--- src/ssp_pkg.sv ---
// shared constants, encodings and carriers for the subtract/shift/pointer/stop unit
package ssp_pkg;
    // opcodes
    localparam logic [7:0] OP_SEL_BANK_ONE = 8'h5F;
    localparam logic [7:0] OP_SEL_BANK_ZERO = 8'h4F;
    localparam logic [7:0] OP_FORCE_CARRY = 8'hDF;
    localparam logic [7:0] OP_STOP = 8'h7F;
    localparam logic [7:0] OP_LOAD_POINTERS = 8'h31;
    localparam logic [7:0] OP_SHIFT_DIRECT = 8'hD0;
    localparam logic [7:0] OP_SHIFT_INDIRECT = 8'hD1;
    localparam logic [3:0] OP_HI_SUB = 4'h2;
    localparam logic [3:0] OP_HI_SUB_BORROW = 4'h3;
    localparam logic [3:0] OP_LO_RR = 4'h2;
    localparam logic [3:0] OP_LO_RIR = 4'h3;
    localparam logic [3:0] OP_LO_REG_REG = 4'h4;
    localparam logic [3:0] OP_LO_REG_IND = 4'h5;
    localparam logic [3:0] OP_LO_REG_IMM = 4'h6;
    // instruction timing and length
    localparam logic [2:0] CYC_SHORT = 3'h4;
    localparam logic [2:0] CYC_LONG = 3'h6;
    localparam logic [1:0] LEN_ONE = 2'h1;
    localparam logic [1:0] LEN_TWO = 2'h2;
    localparam logic [1:0] LEN_THREE = 2'h3;
    // condition-code register layout; bank bit fixed at 0
    localparam int FL_C = 7;
    localparam int FL_Z = 6;
    localparam int FL_S = 5;
    localparam int FL_V = 4;
    localparam int FL_D = 3;
    localparam int FL_H = 2;
    localparam int FL_BANK = 0;
    // register-file addresses seen on the register port
    localparam logic [7:0] ADDR_PTR_ZERO = 8'hD6;
    localparam logic [7:0] ADDR_PTR_ONE = 8'hD7;
    localparam logic [7:0] ADDR_FLAGS = 8'hDE;
    localparam logic [7:0] ADDR_STATUS = 8'hDF;
    // reset values
    localparam logic [7:0] RST_FLAGS = 8'h00;
    localparam logic [7:0] RST_PTR_ZERO = 8'h00;
    localparam logic [7:0] RST_PTR_ONE = 8'h08;
    // set 1 bank 1 present in this build
    localparam logic BANK1_PRESENT = 1'b1;

    typedef enum logic [1:0] {
        SSP_IDLE = 2'b00,
        SSP_EXEC = 2'b01,
        SSP_STOP = 2'b10
    } ssp_state_t;

    typedef struct packed {
        logic valid;
        logic [7:0] opcode;
        logic [7:0] byte1;
        logic [7:0] byte2;
    } ssp_req_t;

    typedef struct packed {
        logic en;
        logic [7:0] addr;
        logic [7:0] data;
    } ssp_wr_t;

    function automatic logic [2:0] op_cycles(input logic [7:0] op);
        op_cycles = (op[7:4] inside {OP_HI_SUB, OP_HI_SUB_BORROW} && op[3:0] inside {[OP_LO_RIR:OP_LO_REG_IMM]})
            ? CYC_LONG : CYC_SHORT;
    endfunction

    function automatic logic [1:0] op_length(input logic [7:0] op);
        if (op[7:4] inside {OP_HI_SUB, OP_HI_SUB_BORROW} && op[3:0] >= OP_LO_REG_REG)
            op_length = LEN_THREE;
        else if (op inside {OP_SEL_BANK_ONE, OP_SEL_BANK_ZERO, OP_FORCE_CARRY, OP_STOP})
            op_length = LEN_ONE;
        else
            op_length = LEN_TWO;
    endfunction

    // working register nibble to full register address through the window pointers
    function automatic logic [7:0] work_addr(input logic [3:0] nib, input logic [7:0] p0, input logic [7:0] p1);
        work_addr = nib[3] ? {p1[7:3], nib[2:0]} : {p0[7:3], nib[2:0]};
    endfunction
endpackage

--- src/ssp_sub.sv ---
// 8-bit subtractor with borrow input and its flag terms
`timescale 1ns/100ps
module ssp_sub (
    input wire logic [7:0] dst,
    input wire logic [7:0] src,
    input wire logic cin,
    output logic [7:0] res,
    output logic borrow,
    output logic zero,
    output logic neg,
    output logic ovf,
    output logic half
);
    logic [8:0] full;
    logic [4:0] low;
    // two's complement add: dst + ~src + !cin, borrow is the missing carry
    assign full = {1'b0, dst} + {1'b0, ~src} + {8'h00, ~cin};
    assign low = {1'b0, dst[3:0]} + {1'b0, ~src[3:0]} + {4'h0, ~cin};
    assign res = full[7:0];
    assign borrow = ~full[8];
    assign zero = (full[7:0] == 8'h00);
    assign neg = full[7];
    assign ovf = (dst[7] ^ src[7]) & (full[7] == src[7]);
    assign half = ~low[4];
endmodule // ssp_sub

--- src/ssp_sra.sv ---
// arithmetic right shift by one with flag terms
`timescale 1ns/100ps
module ssp_sra (
    input wire logic [7:0] din,
    output logic [7:0] res,
    output logic cout,
    output logic zero,
    output logic neg
);
    assign res = {din[7], din[7:1]};
    assign cout = din[0];
    assign zero = (din[7:1] == 7'h00) && !din[7];
    assign neg = din[7];
endmodule // ssp_sra

--- src/ssp_core.sv ---
// execution unit for bank select, subtracts, carry set, shift, pointer load and stop
//
// Added by the designer: the plain strobed port and the register addresses.
`timescale 1ns/100ps
module ssp_core (
    input wire logic clk,
    input wire logic nrst,
    input ssp_pkg::ssp_req_t req,
    input wire logic [7:0] dst_val,
    input wire logic [7:0] src_val,
    input wire logic [7:0] ind_addr,
    input wire logic ext_irq,
    input wire logic [7:0] bus_addr,
    input wire logic [7:0] bus_wdata,
    input wire logic bus_wr,
    input wire logic bus_rd,
    output logic [7:0] bus_rdata,
    output logic rdy,
    output logic done,
    output logic unsupported,
    output logic [1:0] len_bytes,
    output ssp_pkg::ssp_wr_t wr,
    output logic [7:0] flags,
    output logic [7:0] window_pointer_zero,
    output logic [7:0] window_pointer_one,
    output logic bank_sel,
    output logic stop_mode,
    output logic cpu_clk_en,
    output logic sys_clk_en
);
    ssp_pkg::ssp_state_t state;
    logic [2:0] cnt;
    logic [7:0] op;
    logic [7:0] b1;
    logic [7:0] b2;
    logic [7:0] dv;
    logic [7:0] sv;
    logic [7:0] ia;
    logic issue;
    logic finish;
    // port writes are held off in stop so retained state cannot move
    logic flags_wr;
    logic ptr0_wr;
    logic ptr1_wr;

    // datapath terms
    logic is_sub;
    logic [7:0] sub_src;
    logic [7:0] sub_res;
    logic sub_c;
    logic sub_z;
    logic sub_s;
    logic sub_v;
    logic sub_h;
    logic [7:0] sh_res;
    logic sh_c;
    logic sh_z;
    logic sh_s;

    // decoded effects of the latched instruction
    logic [7:0] next_flags;
    logic [7:0] next_ptr0;
    logic [7:0] next_ptr1;
    logic next_wr_en;
    logic [7:0] next_wr_addr;
    logic [7:0] next_wr_data;
    logic next_unsup;
    logic next_stop;

    assign issue = (state == ssp_pkg::SSP_IDLE) && req.valid;
    assign finish = (state == ssp_pkg::SSP_EXEC) && (cnt == 3'h1);
    assign flags_wr = bus_wr && !stop_mode && (bus_addr == ssp_pkg::ADDR_FLAGS);
    assign ptr0_wr = bus_wr && !stop_mode && (bus_addr == ssp_pkg::ADDR_PTR_ZERO);
    assign ptr1_wr = bus_wr && !stop_mode && (bus_addr == ssp_pkg::ADDR_PTR_ONE);
    assign is_sub = (op[7:4] == ssp_pkg::OP_HI_SUB || op[7:4] == ssp_pkg::OP_HI_SUB_BORROW)
        && op[3:0] >= ssp_pkg::OP_LO_RR && op[3:0] <= ssp_pkg::OP_LO_REG_IMM;
    // immediate form takes the source from the instruction stream
    assign sub_src = (op[3:0] == ssp_pkg::OP_LO_REG_IMM) ? b2 : sv;

    ssp_sub u_sub (
        .dst(dv),
        .src(sub_src),
        .cin((op[7:4] == ssp_pkg::OP_HI_SUB_BORROW) & flags[ssp_pkg::FL_C]),
        .res(sub_res),
        .borrow(sub_c),
        .zero(sub_z),
        .neg(sub_s),
        .ovf(sub_v),
        .half(sub_h)
    );

    ssp_sra u_sra (
        .din(dv),
        .res(sh_res),
        .cout(sh_c),
        .zero(sh_z),
        .neg(sh_s)
    );

    always_comb begin
        next_flags = flags;
        next_ptr0 = window_pointer_zero;
        next_ptr1 = window_pointer_one;
        next_wr_en = 1'b0;
        next_wr_addr = 8'h00;
        next_wr_data = 8'h00;
        next_unsup = 1'b0;
        next_stop = 1'b0;
        if (is_sub) begin
            next_flags[ssp_pkg::FL_C] = sub_c;
            next_flags[ssp_pkg::FL_V] = sub_v;
            next_flags[ssp_pkg::FL_Z] = sub_z;
            next_flags[ssp_pkg::FL_S] = sub_s;
            next_flags[ssp_pkg::FL_D] = 1'b1;
            next_flags[ssp_pkg::FL_H] = sub_h;
            next_wr_en = 1'b1;
            next_wr_data = sub_res;
            // packed forms name dst in the high nibble; register-register puts dst second
            case (op[3:0])
                ssp_pkg::OP_LO_RR: next_wr_addr = ssp_pkg::work_addr(b1[7:4], window_pointer_zero, window_pointer_one);
                ssp_pkg::OP_LO_RIR: next_wr_addr = ssp_pkg::work_addr(b1[7:4], window_pointer_zero, window_pointer_one);
                ssp_pkg::OP_LO_REG_REG: next_wr_addr = b2;
                ssp_pkg::OP_LO_REG_IND: next_wr_addr = b2;
                default: next_wr_addr = b1;
            endcase
        end else begin
            case (op)
                ssp_pkg::OP_SEL_BANK_ONE: next_flags[ssp_pkg::FL_BANK] = 1'b1;
                ssp_pkg::OP_SEL_BANK_ZERO: next_flags[ssp_pkg::FL_BANK] = 1'b0;
                ssp_pkg::OP_FORCE_CARRY: next_flags[ssp_pkg::FL_C] = 1'b1;
                ssp_pkg::OP_SHIFT_DIRECT, ssp_pkg::OP_SHIFT_INDIRECT: begin
                    next_flags[ssp_pkg::FL_C] = sh_c;
                    next_flags[ssp_pkg::FL_Z] = sh_z;
                    next_flags[ssp_pkg::FL_S] = sh_s;
                    next_flags[ssp_pkg::FL_V] = 1'b0;
                    next_wr_en = 1'b1;
                    next_wr_data = sh_res;
                    // indirect form writes where the named register points
                    next_wr_addr = (op == ssp_pkg::OP_SHIFT_INDIRECT) ? ia : b1;
                end
                ssp_pkg::OP_LOAD_POINTERS: begin
                    case (b1[1:0])
                        2'b10: next_ptr0[7:3] = b1[7:3];
                        2'b01: next_ptr1[7:3] = b1[7:3];
                        2'b00: begin
                            next_ptr0 = {b1[7:4], 1'b0, window_pointer_zero[2:0]};
                            next_ptr1 = {b1[7:4], 1'b1, window_pointer_one[2:0]};
                        end
                        // both low bits set selects nothing
                        default: next_unsup = 1'b1;
                    endcase
                end
                ssp_pkg::OP_STOP: next_stop = 1'b1;
                default: next_unsup = 1'b1;
            endcase
        end
    end

    // sequencing: capture, count the documented cycles, commit, maybe stop
    always_ff @(posedge clk or negedge nrst) begin
        if (!nrst) begin
            state <= ssp_pkg::SSP_IDLE;
            cnt <= 3'h0;
            rdy <= 1'b1;
        end else begin
            case (state)
                ssp_pkg::SSP_IDLE: begin
                    if (req.valid) begin
                        state <= ssp_pkg::SSP_EXEC;
                        cnt <= ssp_pkg::op_cycles(req.opcode) - 3'h1;
                        rdy <= 1'b0;
                    end
                end
                ssp_pkg::SSP_EXEC: begin
                    cnt <= cnt - 3'h1;
                    if (finish) begin
                        if (next_stop) begin
                            state <= ssp_pkg::SSP_STOP;
                        end else begin
                            state <= ssp_pkg::SSP_IDLE;
                            rdy <= 1'b1;
                        end
                    end
                end
                ssp_pkg::SSP_STOP: begin
                    // no internal source can reach here; clocks are down
                    if (ext_irq) begin
                        state <= ssp_pkg::SSP_IDLE;
                        rdy <= 1'b1;
                    end
                end
                default: begin
                    state <= ssp_pkg::SSP_IDLE;
                    rdy <= 1'b1;
                end
            endcase
        end
    end

    // clock gating follows the stop state; only the pin interrupt or reset undoes it
    always_ff @(posedge clk or negedge nrst) begin
        if (!nrst) begin
            stop_mode <= 1'b0;
            cpu_clk_en <= 1'b1;
            sys_clk_en <= 1'b1;
        end else if (finish && next_stop) begin
            stop_mode <= 1'b1;
            cpu_clk_en <= 1'b0;
            sys_clk_en <= 1'b0;
        end else if (state == ssp_pkg::SSP_STOP && ext_irq) begin
            stop_mode <= 1'b0;
            cpu_clk_en <= 1'b1;
            sys_clk_en <= 1'b1;
        end
    end

    // instruction and operand capture
    always_ff @(posedge clk or negedge nrst) begin
        if (!nrst) begin
            op <= 8'h00;
            b1 <= 8'h00;
            b2 <= 8'h00;
            dv <= 8'h00;
            sv <= 8'h00;
            ia <= 8'h00;
        end else if (issue) begin
            op <= req.opcode;
            b1 <= req.byte1;
            b2 <= req.byte2;
            dv <= dst_val;
            sv <= src_val;
            ia <= ind_addr;
        end
    end

    // the fetch side counts stop as retired, so done pulses there too
    // completion outputs, one cycle each
    always_ff @(posedge clk or negedge nrst) begin
        if (!nrst) begin
            done <= 1'b0;
            unsupported <= 1'b0;
            len_bytes <= 2'h0;
            wr <= '0;
        end else begin
            done <= finish;
            unsupported <= finish & next_unsup;
            len_bytes <= finish ? ssp_pkg::op_length(op) : 2'h0;
            wr.en <= finish & next_wr_en;
            wr.addr <= finish ? next_wr_addr : 8'h00;
            wr.data <= finish ? next_wr_data : 8'h00;
        end
    end

    // condition codes: instruction commit wins over a port write in the same cycle
    always_ff @(posedge clk or negedge nrst) begin
        if (!nrst) begin
            flags <= ssp_pkg::RST_FLAGS;
        end else if (finish) begin
            flags <= next_flags;
        end else if (flags_wr) begin
            flags <= bus_wdata;
        end
    end

    // bank bit as it will stand after this edge, so bank_sel tracks flags
    function automatic logic next_bank_bit();
        if (finish) begin
            next_bank_bit = next_flags[ssp_pkg::FL_BANK];
        end else if (flags_wr) begin
            next_bank_bit = bus_wdata[ssp_pkg::FL_BANK];
        end else begin
            next_bank_bit = flags[ssp_pkg::FL_BANK];
        end
    endfunction

    // bank select falls back to bank 0 where bank 1 is absent
    always_ff @(posedge clk or negedge nrst) begin
        if (!nrst) begin
            bank_sel <= 1'b0;
        end else begin
            bank_sel <= next_bank_bit() & ssp_pkg::BANK1_PRESENT;
        end
    end

    // window pointers, reachable at their register-file addresses
    always_ff @(posedge clk or negedge nrst) begin
        if (!nrst) begin
            window_pointer_zero <= ssp_pkg::RST_PTR_ZERO;
            window_pointer_one <= ssp_pkg::RST_PTR_ONE;
        end else if (finish) begin
            window_pointer_zero <= next_ptr0;
            window_pointer_one <= next_ptr1;
        end else begin
            if (ptr0_wr) begin
                window_pointer_zero <= bus_wdata;
            end
            if (ptr1_wr) begin
                window_pointer_one <= bus_wdata;
            end
        end
    end

    // reads stay open in stop so software can see the mode
    // register port reads: data only in the cycle after the strobe
    always_ff @(posedge clk or negedge nrst) begin
        if (!nrst) begin
            bus_rdata <= 8'h00;
        end else if (bus_rd) begin
            case (bus_addr)
                ssp_pkg::ADDR_PTR_ZERO: bus_rdata <= window_pointer_zero;
                ssp_pkg::ADDR_PTR_ONE: bus_rdata <= window_pointer_one;
                ssp_pkg::ADDR_FLAGS: bus_rdata <= flags;
                ssp_pkg::ADDR_STATUS: bus_rdata <= {5'h00, stop_mode, state};
                default: bus_rdata <= 8'h00;
            endcase
        end else begin
            bus_rdata <= 8'h00;
        end
    end
endmodule // ssp_core

--- config.mk ---
export PLATFORM = sky130hd
export DESIGN_NAME = ssp_core
export DESIGN_NICKNAME = d
export VERILOG_FILES = /design/src/ssp_pkg.sv /design/src/ssp_sub.sv /design/src/ssp_sra.sv /design/src/ssp_core.sv
export SDC_FILE = /design/constraint.sdc
export NUM_CORES = 1
export LEC_CHECK = 0
export ABC_AREA = 0
export BUFFER_PORTS_ARGS = -buffer_cell sky130_fd_sc_hd__buf_2
export CORE_MARGIN = 3
export CORE_UTILIZATION = 55
export DETAILED_ROUTE_END_ITERATION = 8
export GPL_TIMING_DRIVEN = 0
export PLACE_DENSITY_LB_ADDON = 0.3
export SLEW_MARGIN = 20
export SYNTH_ARGS = -nofsm -noshare
export SYNTH_HDL_FRONTEND = slang
export SYNTH_HIERARCHICAL = 1
export SYNTH_SLANG_ARGS = --single-unit
export TNS_END_PERCENT = 100
--- constraint.sdc ---
create_clock -name clk -period 7.8 [get_ports clk]
set_input_delay 1.56 -clock clk [delete_from_list [all_inputs] [get_ports clk]]
set_output_delay 1.56 -clock clk [all_outputs]
set_load 0.02 [all_outputs]
==> Yosys cells after proc, flatten, opt, wreduce, memory -nomap -nowiden <==
Cells that the tools add are included.
Widths: inputs -> output; s select.
{ "op_classes": {"addsub": 6, "reduce_logical": 45, "n_lt_le_gt_ge": 5, "n_eq_ne": 37, "bitwise": 11, "mux": 59} }
{ "ops": {"columns": ["operator", "count"], "rows": [
  ["$mux 8", 20],
  ["$eq 8x8->1 const B", 7],
  ["$pmux 8 s4", 1],
  ["$eq 4x2->1 const B", 6],
  ["$eq 8x7->1 const B", 3],
  ["$pmux 5 s2", 2],
  ["$mux 2", 9],
  ["$mux 1", 17],
  ["$pmux 8 s2", 1],
  ["$logic_and 1x1->1", 14],
  ["$reduce_and 2->1", 7],
  ["$reduce_bool 2->1", 7],
  ["$eq 4x3->1 const B", 3],
  ["$reduce_and 4->1", 3],
  ["$ne 2x2->1 const B", 5],
  ["$add 8x8->9", 1],
  ["$add 9x1->9", 1],
  ["$ne 3x1->1 const B", 3],
  ["$eq 8x6->1 const B", 1],
  ["$ge 4x2->1 const B", 2],
  ["$le 4x3->1 const B", 2],
  ["$logic_not 8->1", 1],
  ["$not 8->8", 1],
  ["$logic_not 7->1", 1],
  ["other kinds (28)", 45]
]} }
{ "word_totals": {"out_inout_bits": 58, "wordCells": 191, "input_bits": 70, "ff_bits": 110} }

==> Depth between registers and ports, before layout <==
{ "logic_depth": {"word_depth": 9, "ltp_mapped": 15, "ltp_nobuf": 14} }

==> Hierarchy <==
Netlist, hierarchy kept.
{ "modules_own_cells": {"columns": ["module", "area_per_inst_um2", "instances", "seq_area_each_um2", "cells_each"], "rows": [
  ["ssp_core", 5256.3, 1, 2756.4, 448],
  ["ssp_sub", 432.9, 1, 0.0, 61],
  ["ssp_sra", 95.1, 1, 0.0, 12]
]} }

==> Worst setup path before layout <==
OpenSTA, ideal clock, no wires.
{ "synth_timing": {"path_kind": "flip-flop to flip-flop", "start": "reg op[3]", "end": "reg flags[6]", "required_ns": 7.714, "path_stages_with_launch": 16, "n_path_buf": 1, "setup_slack_ns": 4.212, "setup_time_ns": 0.086, "arrival_time_ns": 3.502, "path_cell_list": "dfrtp_1 -> clkbuf_1 -> nand2b_1 -> nor3b_2 -> mux2_2 -> inv_1 -> fa_1 -> inv_1 -> fa_1 -> nand2b_1 -> a21oi_1 -> a21boi_0 -> xnor2_1 -> nor4b_2 -> a22oi_1 -> a32oi_1"} }
{ "synth_via": {"elab_chain_cells": 8} }
{ "synth_rtl": {"columns": ["item", "line_no", "text"], "rows": [
  ["from (decl)", "ssp_core.sv:33", "logic [7:0] op;"],
  ["from (signal assigned)", "ssp_core.sv:227", "op <= req.opcode;"],
  ["$eq 4x3->1", "ssp_core.sv:78", "assign sub_src = (op[3:0] == ssp_pkg::OP_LO_REG_IMM) ? b2 : sv;"],
  ["$mux 8", "ssp_core.sv:78", null],
  ["net sub_src[0]", "ssp_core.sv:48", "logic [7:0] sub_src;"],
  ["$not 8->8", "ssp_sub.sv:17", "assign full = {1'b0, dst} + {1'b0, ~src} + {8'h00, ~cin};"],
  ["$add 8x8->9", "ssp_sub.sv:17", null],
  ["$add 9x1->9", "ssp_sub.sv:17", null],
  ["net sub_res[6]", "ssp_core.sv:49", "logic [7:0] sub_res;"],
  ["$logic_not 8->1", "ssp_sub.sv:21", "assign zero = (full[7:0] == 8'h00);"],
  ["net sub_z", "ssp_core.sv:51", "logic sub_z;"],
  ["$mux 4", "ssp_core.sv:109", "if (is_sub) begin"],
  ["$mux 8", "ssp_core.sv:258", "end else if (finish) begin"],
  ["to (signal assigned)", "ssp_core.sv:257", "flags <= ssp_pkg::RST_FLAGS;"],
  ["to (signal assigned)", "ssp_core.sv:259", "flags <= next_flags;"],
  ["to (signal assigned)", "ssp_core.sv:261", "flags <= bus_wdata;"],
  ["to (decl)", "ssp_core.sv:23", "output logic [7:0] flags,"]
]} }
The timed path passes the listed nets, and every way through them passes these cells.
A chain may end at the register's enable or synchronous reset.

==> Final worst setup path <==
Ends and elaborated chain as after synthesis.

==> impl_results.md <==
* Outcome: completed
* Largest family of logic cells by synthesized area: multiplexers
* Commonest cells after routing, fill and taps aside: buf_2 (127), dfrtp_1 (107), mux2_2 (66)
* RSZ-0062 raised after global routing: false
* Crit path time final at 4.269 ns
* Synth unique cells at 74
* CTS clk-pin slew, worst paths at ~0.1 ns
* Synth Area in Simple Gates at 10.79%
* Post-route ant nets at 0
* Postcts setup bufs at 0
* Post-Synthesis Cells at 521
* Main synth FF type: dfrtp_1
* Syn. warnings at 6
* Post_cts resized at 0
* Synth top area share at a little under half
* Syn avg cell area at 11.10 um2
* Vias after detailed routing at 4544
* Max-capacitance violation count at 0
* Max-slew violation count at 0
* Clk_lat worst skew at 0.38 ns
* HP Class: flop to flop
* CTS tree: done
* Grt met3 use at 3.284%
* # diodes at 0
* XOR/XNOR Fraction of Synth Area at 0.9085%
* Core area at approximately 0.01 mm2
* Worst setup margin at 3.531 ns
* Initial antenna violation count at 0
* Vias per cell at 5.701
* Syn Std Cell Area at 0.005784 mm2
* Crit path max fanout at 10
* Site Rows at 36
* Fin crit share at between 50% and 60%
* DRC violations left at 0
* Worst VDD drop at 0.0001591 V
* Worst hold slack at 0.4675 ns
* Area growth syn-to-layout at 17.26%
* Mux contribution to synthesized area at a little under a fifth
* Final Hold Vio Count at 0
* Setup total negative slack at 0 ns
* FFs w/ async S/R, synth at 100.0%
* Setup Crit Path Kind: flop to flop
* Synth Area in Adders at 2.812%
* CP Data Required Time at around 8.1 ns
* First-pass GRT wire length at 22.21 mm
* # hold bufs at CTS at 0
* IO buf count at 126
* Worst-path cell chain: clkbuf_1 > nand2b_1 > nor3b_2 > mux2_2 > inv_1 > fa_1 > inv_1 > fa_1 > nand2b_1 > a21oi_1 > xor2_1 > nor4_1 > nor4b_2 > a22oi_1 > a32oi_1
* CP Data Arrival Time at between 4 and 5 ns
* # setup viols final at 0
* Max_slew headroom at between 30% and 40%
* Largest net degree at the start of global routing at 64
* Gr ovfl total at 0
* Die W at 108.6 um
* CTS Root Cell: clkbuf_8
* CTS Buf Count at 9
* Syn Nets at 602
* Global-route usage over all layers at between 20% and 30%
* Design Area, Final at 0.006783 mm2
* Number of synthesized flops with an enable pin at 0
* Clk sinks at 110
* Fmax at 0.2343 GHz
* Commonest non-fill, non-tap cell in the layout: buf_2
* Cell with the largest stage delay on the worst path: nor3b_2
* Cell taking the most area after synthesis: dfrtp_1
* Share of cells above drive strength 1 at 37.20%
* Setup crit end kind: flop
* Worst slew pin tran at 0.9346 ns
* Gpl congestion at 0.9202
* Global Route met1 Usage at 34.84%
* 1st-pass router iterations at 5
* Met2 Track Usage GR at approximately 39%
* I/O pins at 128
* Number of synthesized register bits at 110
* Nets at 740
* Area contributors post-synth: dfrtp_1 (46%), mux2_2 (13%), mux2i_1 (4.2%)
* Clk_skew at 0.01211 ns
* DIE AREA at around 0.012 mm2
* GR peak layer: met2
* Compound-gate portion of the synthesized area at 13.32%
* Post-synthesis sequential area ratio at 47.65%
* Die Ht at 108.6 um
* WL/cell at 17.87 um
* Number of global-route vias before repair at about 4400
* HPWL Detailed at 11.10 mm
* CTS H-tree lvls at 3
* Initial drt markers at 194
* Pre-CTS WS at 3.577 ns
* Routed WL at between 10 and 15 mm
* Pwr Density at between 300 and 400 mW/mm2
* LEAKAGE at 3.257 nW
* Worst setup SP type: flop
* CP delay by family, top: simple AND/OR/NAND/NOR gates
* Initial Util at slightly below 60%
* Placed Area at around 0.0066 mm2
* Buffer and inverter count on the worst path at 3
* Bufs on Longest Clock Path at 2
* CP max stage delay at approximately 0.6 ns
## layout make-up
| type | instances | area [um2] |
|---|---|---|
| clock buffers | 12 | 135.1 |
| fillers | 806 | 3217 |
| plain buffers | 42 | 220.2 |
| flip-flops and latches | 110 | 2756 |
| well taps | 133 | 166.4 |
| clock inverters | 4 | 32.53 |
| repair buffers | 127 | 664.4 |
| multi-input cells | 328 | 2654 |
| inverters | 41 | 153.9 |
## power by group
part | internal [mW] | total (mW) | leakage [nW] | switching (mW)
registers | 0.743 | 0.906 | 1.35 | 0.163
clock network | 0.118 | 0.310 | 0.0772 | 0.191
logic | 0.552 | 1.20 | 1.83 | 0.650
## registers in the layout, summed over array words and instances, names as in the netlist, 2 cells and up
signal	cells
op	8
cnt	3
wr	17
len_bytes	2
bus_rdata	8
sv	8
state	2
flags	8
b1	8
dv	8
window_pointer_zero	8
b2	8
window_pointer_one	8
ia	8
## per-stage QoR
step / utilization, % / instances / total power, mW
floorplan: - / 521 / 1.772
global placement: 65.82 / 780 / 2.037
detailed placement: 66.15 / 781 / 2.095
CTS: 67.83 / 797 / 2.405
global route: 67.83 / 797 / 2.579
finish: 67.83 / 797 / 2.418
## routing by layer
layer	vias to the layer above	part of all wire (%)
met1	2213	44
li1	2133	-
met4	0	2.1
met3	24	6.6
met2	174	47
met5	-	0
## kinds of logic after synthesis
kind of cell    count (synthesis)
buf+inv                        83
fa+ha+maj                      12
mux                            93
flops                         110
compound gates                109
xor+xnor                        6
simple gates                  108
## path summary, 6_finish.rpt
check                      start  slack [ns]                endpoint  cells after the start
setup / recovery           op[3]        3.53                flags[6]                     15
hold / removal               rdy        0.47                     rdy                      2
setup reg to reg           op[3]        3.53                flags[6]                     15
hold reg to reg              rdy        0.47                     rdy                      2
max in group asynchronous   nrst        6.04   window_pointer_one[3]                      2
min in group asynchronous   nrst        1.10  window_pointer_zero[2]                      1
## cells in the mapped netlist, types with 5 or more instances
cell type / instances
a211oi_1: 5
a21oi_1: 21
a22o_1: 8
and3_1: 5
buf_4: 14
clkbuf_1: 24
dfrtp_1: 107
ha_1: 9
inv_1: 40
mux2_2: 66
mux2i_1: 24
nand2_1: 18
nand2b_1: 6
nor2_1: 32
nor2b_1: 6
o21ai_0: 16
o21bai_1: 5
o221ai_1: 5
o22ai_1: 11
o2bb2ai_1: 7
## tightest hold or removal path: cells and delay by family (launching register included)
kind | cells | cell delay (ns)
DFF | 1 | 0.38
buffers and inverters | 1 | 0.04
AOI/OAI and AO/OA | 1 | 0.05
No activity file was read; power rests on OpenSTA's default activity.
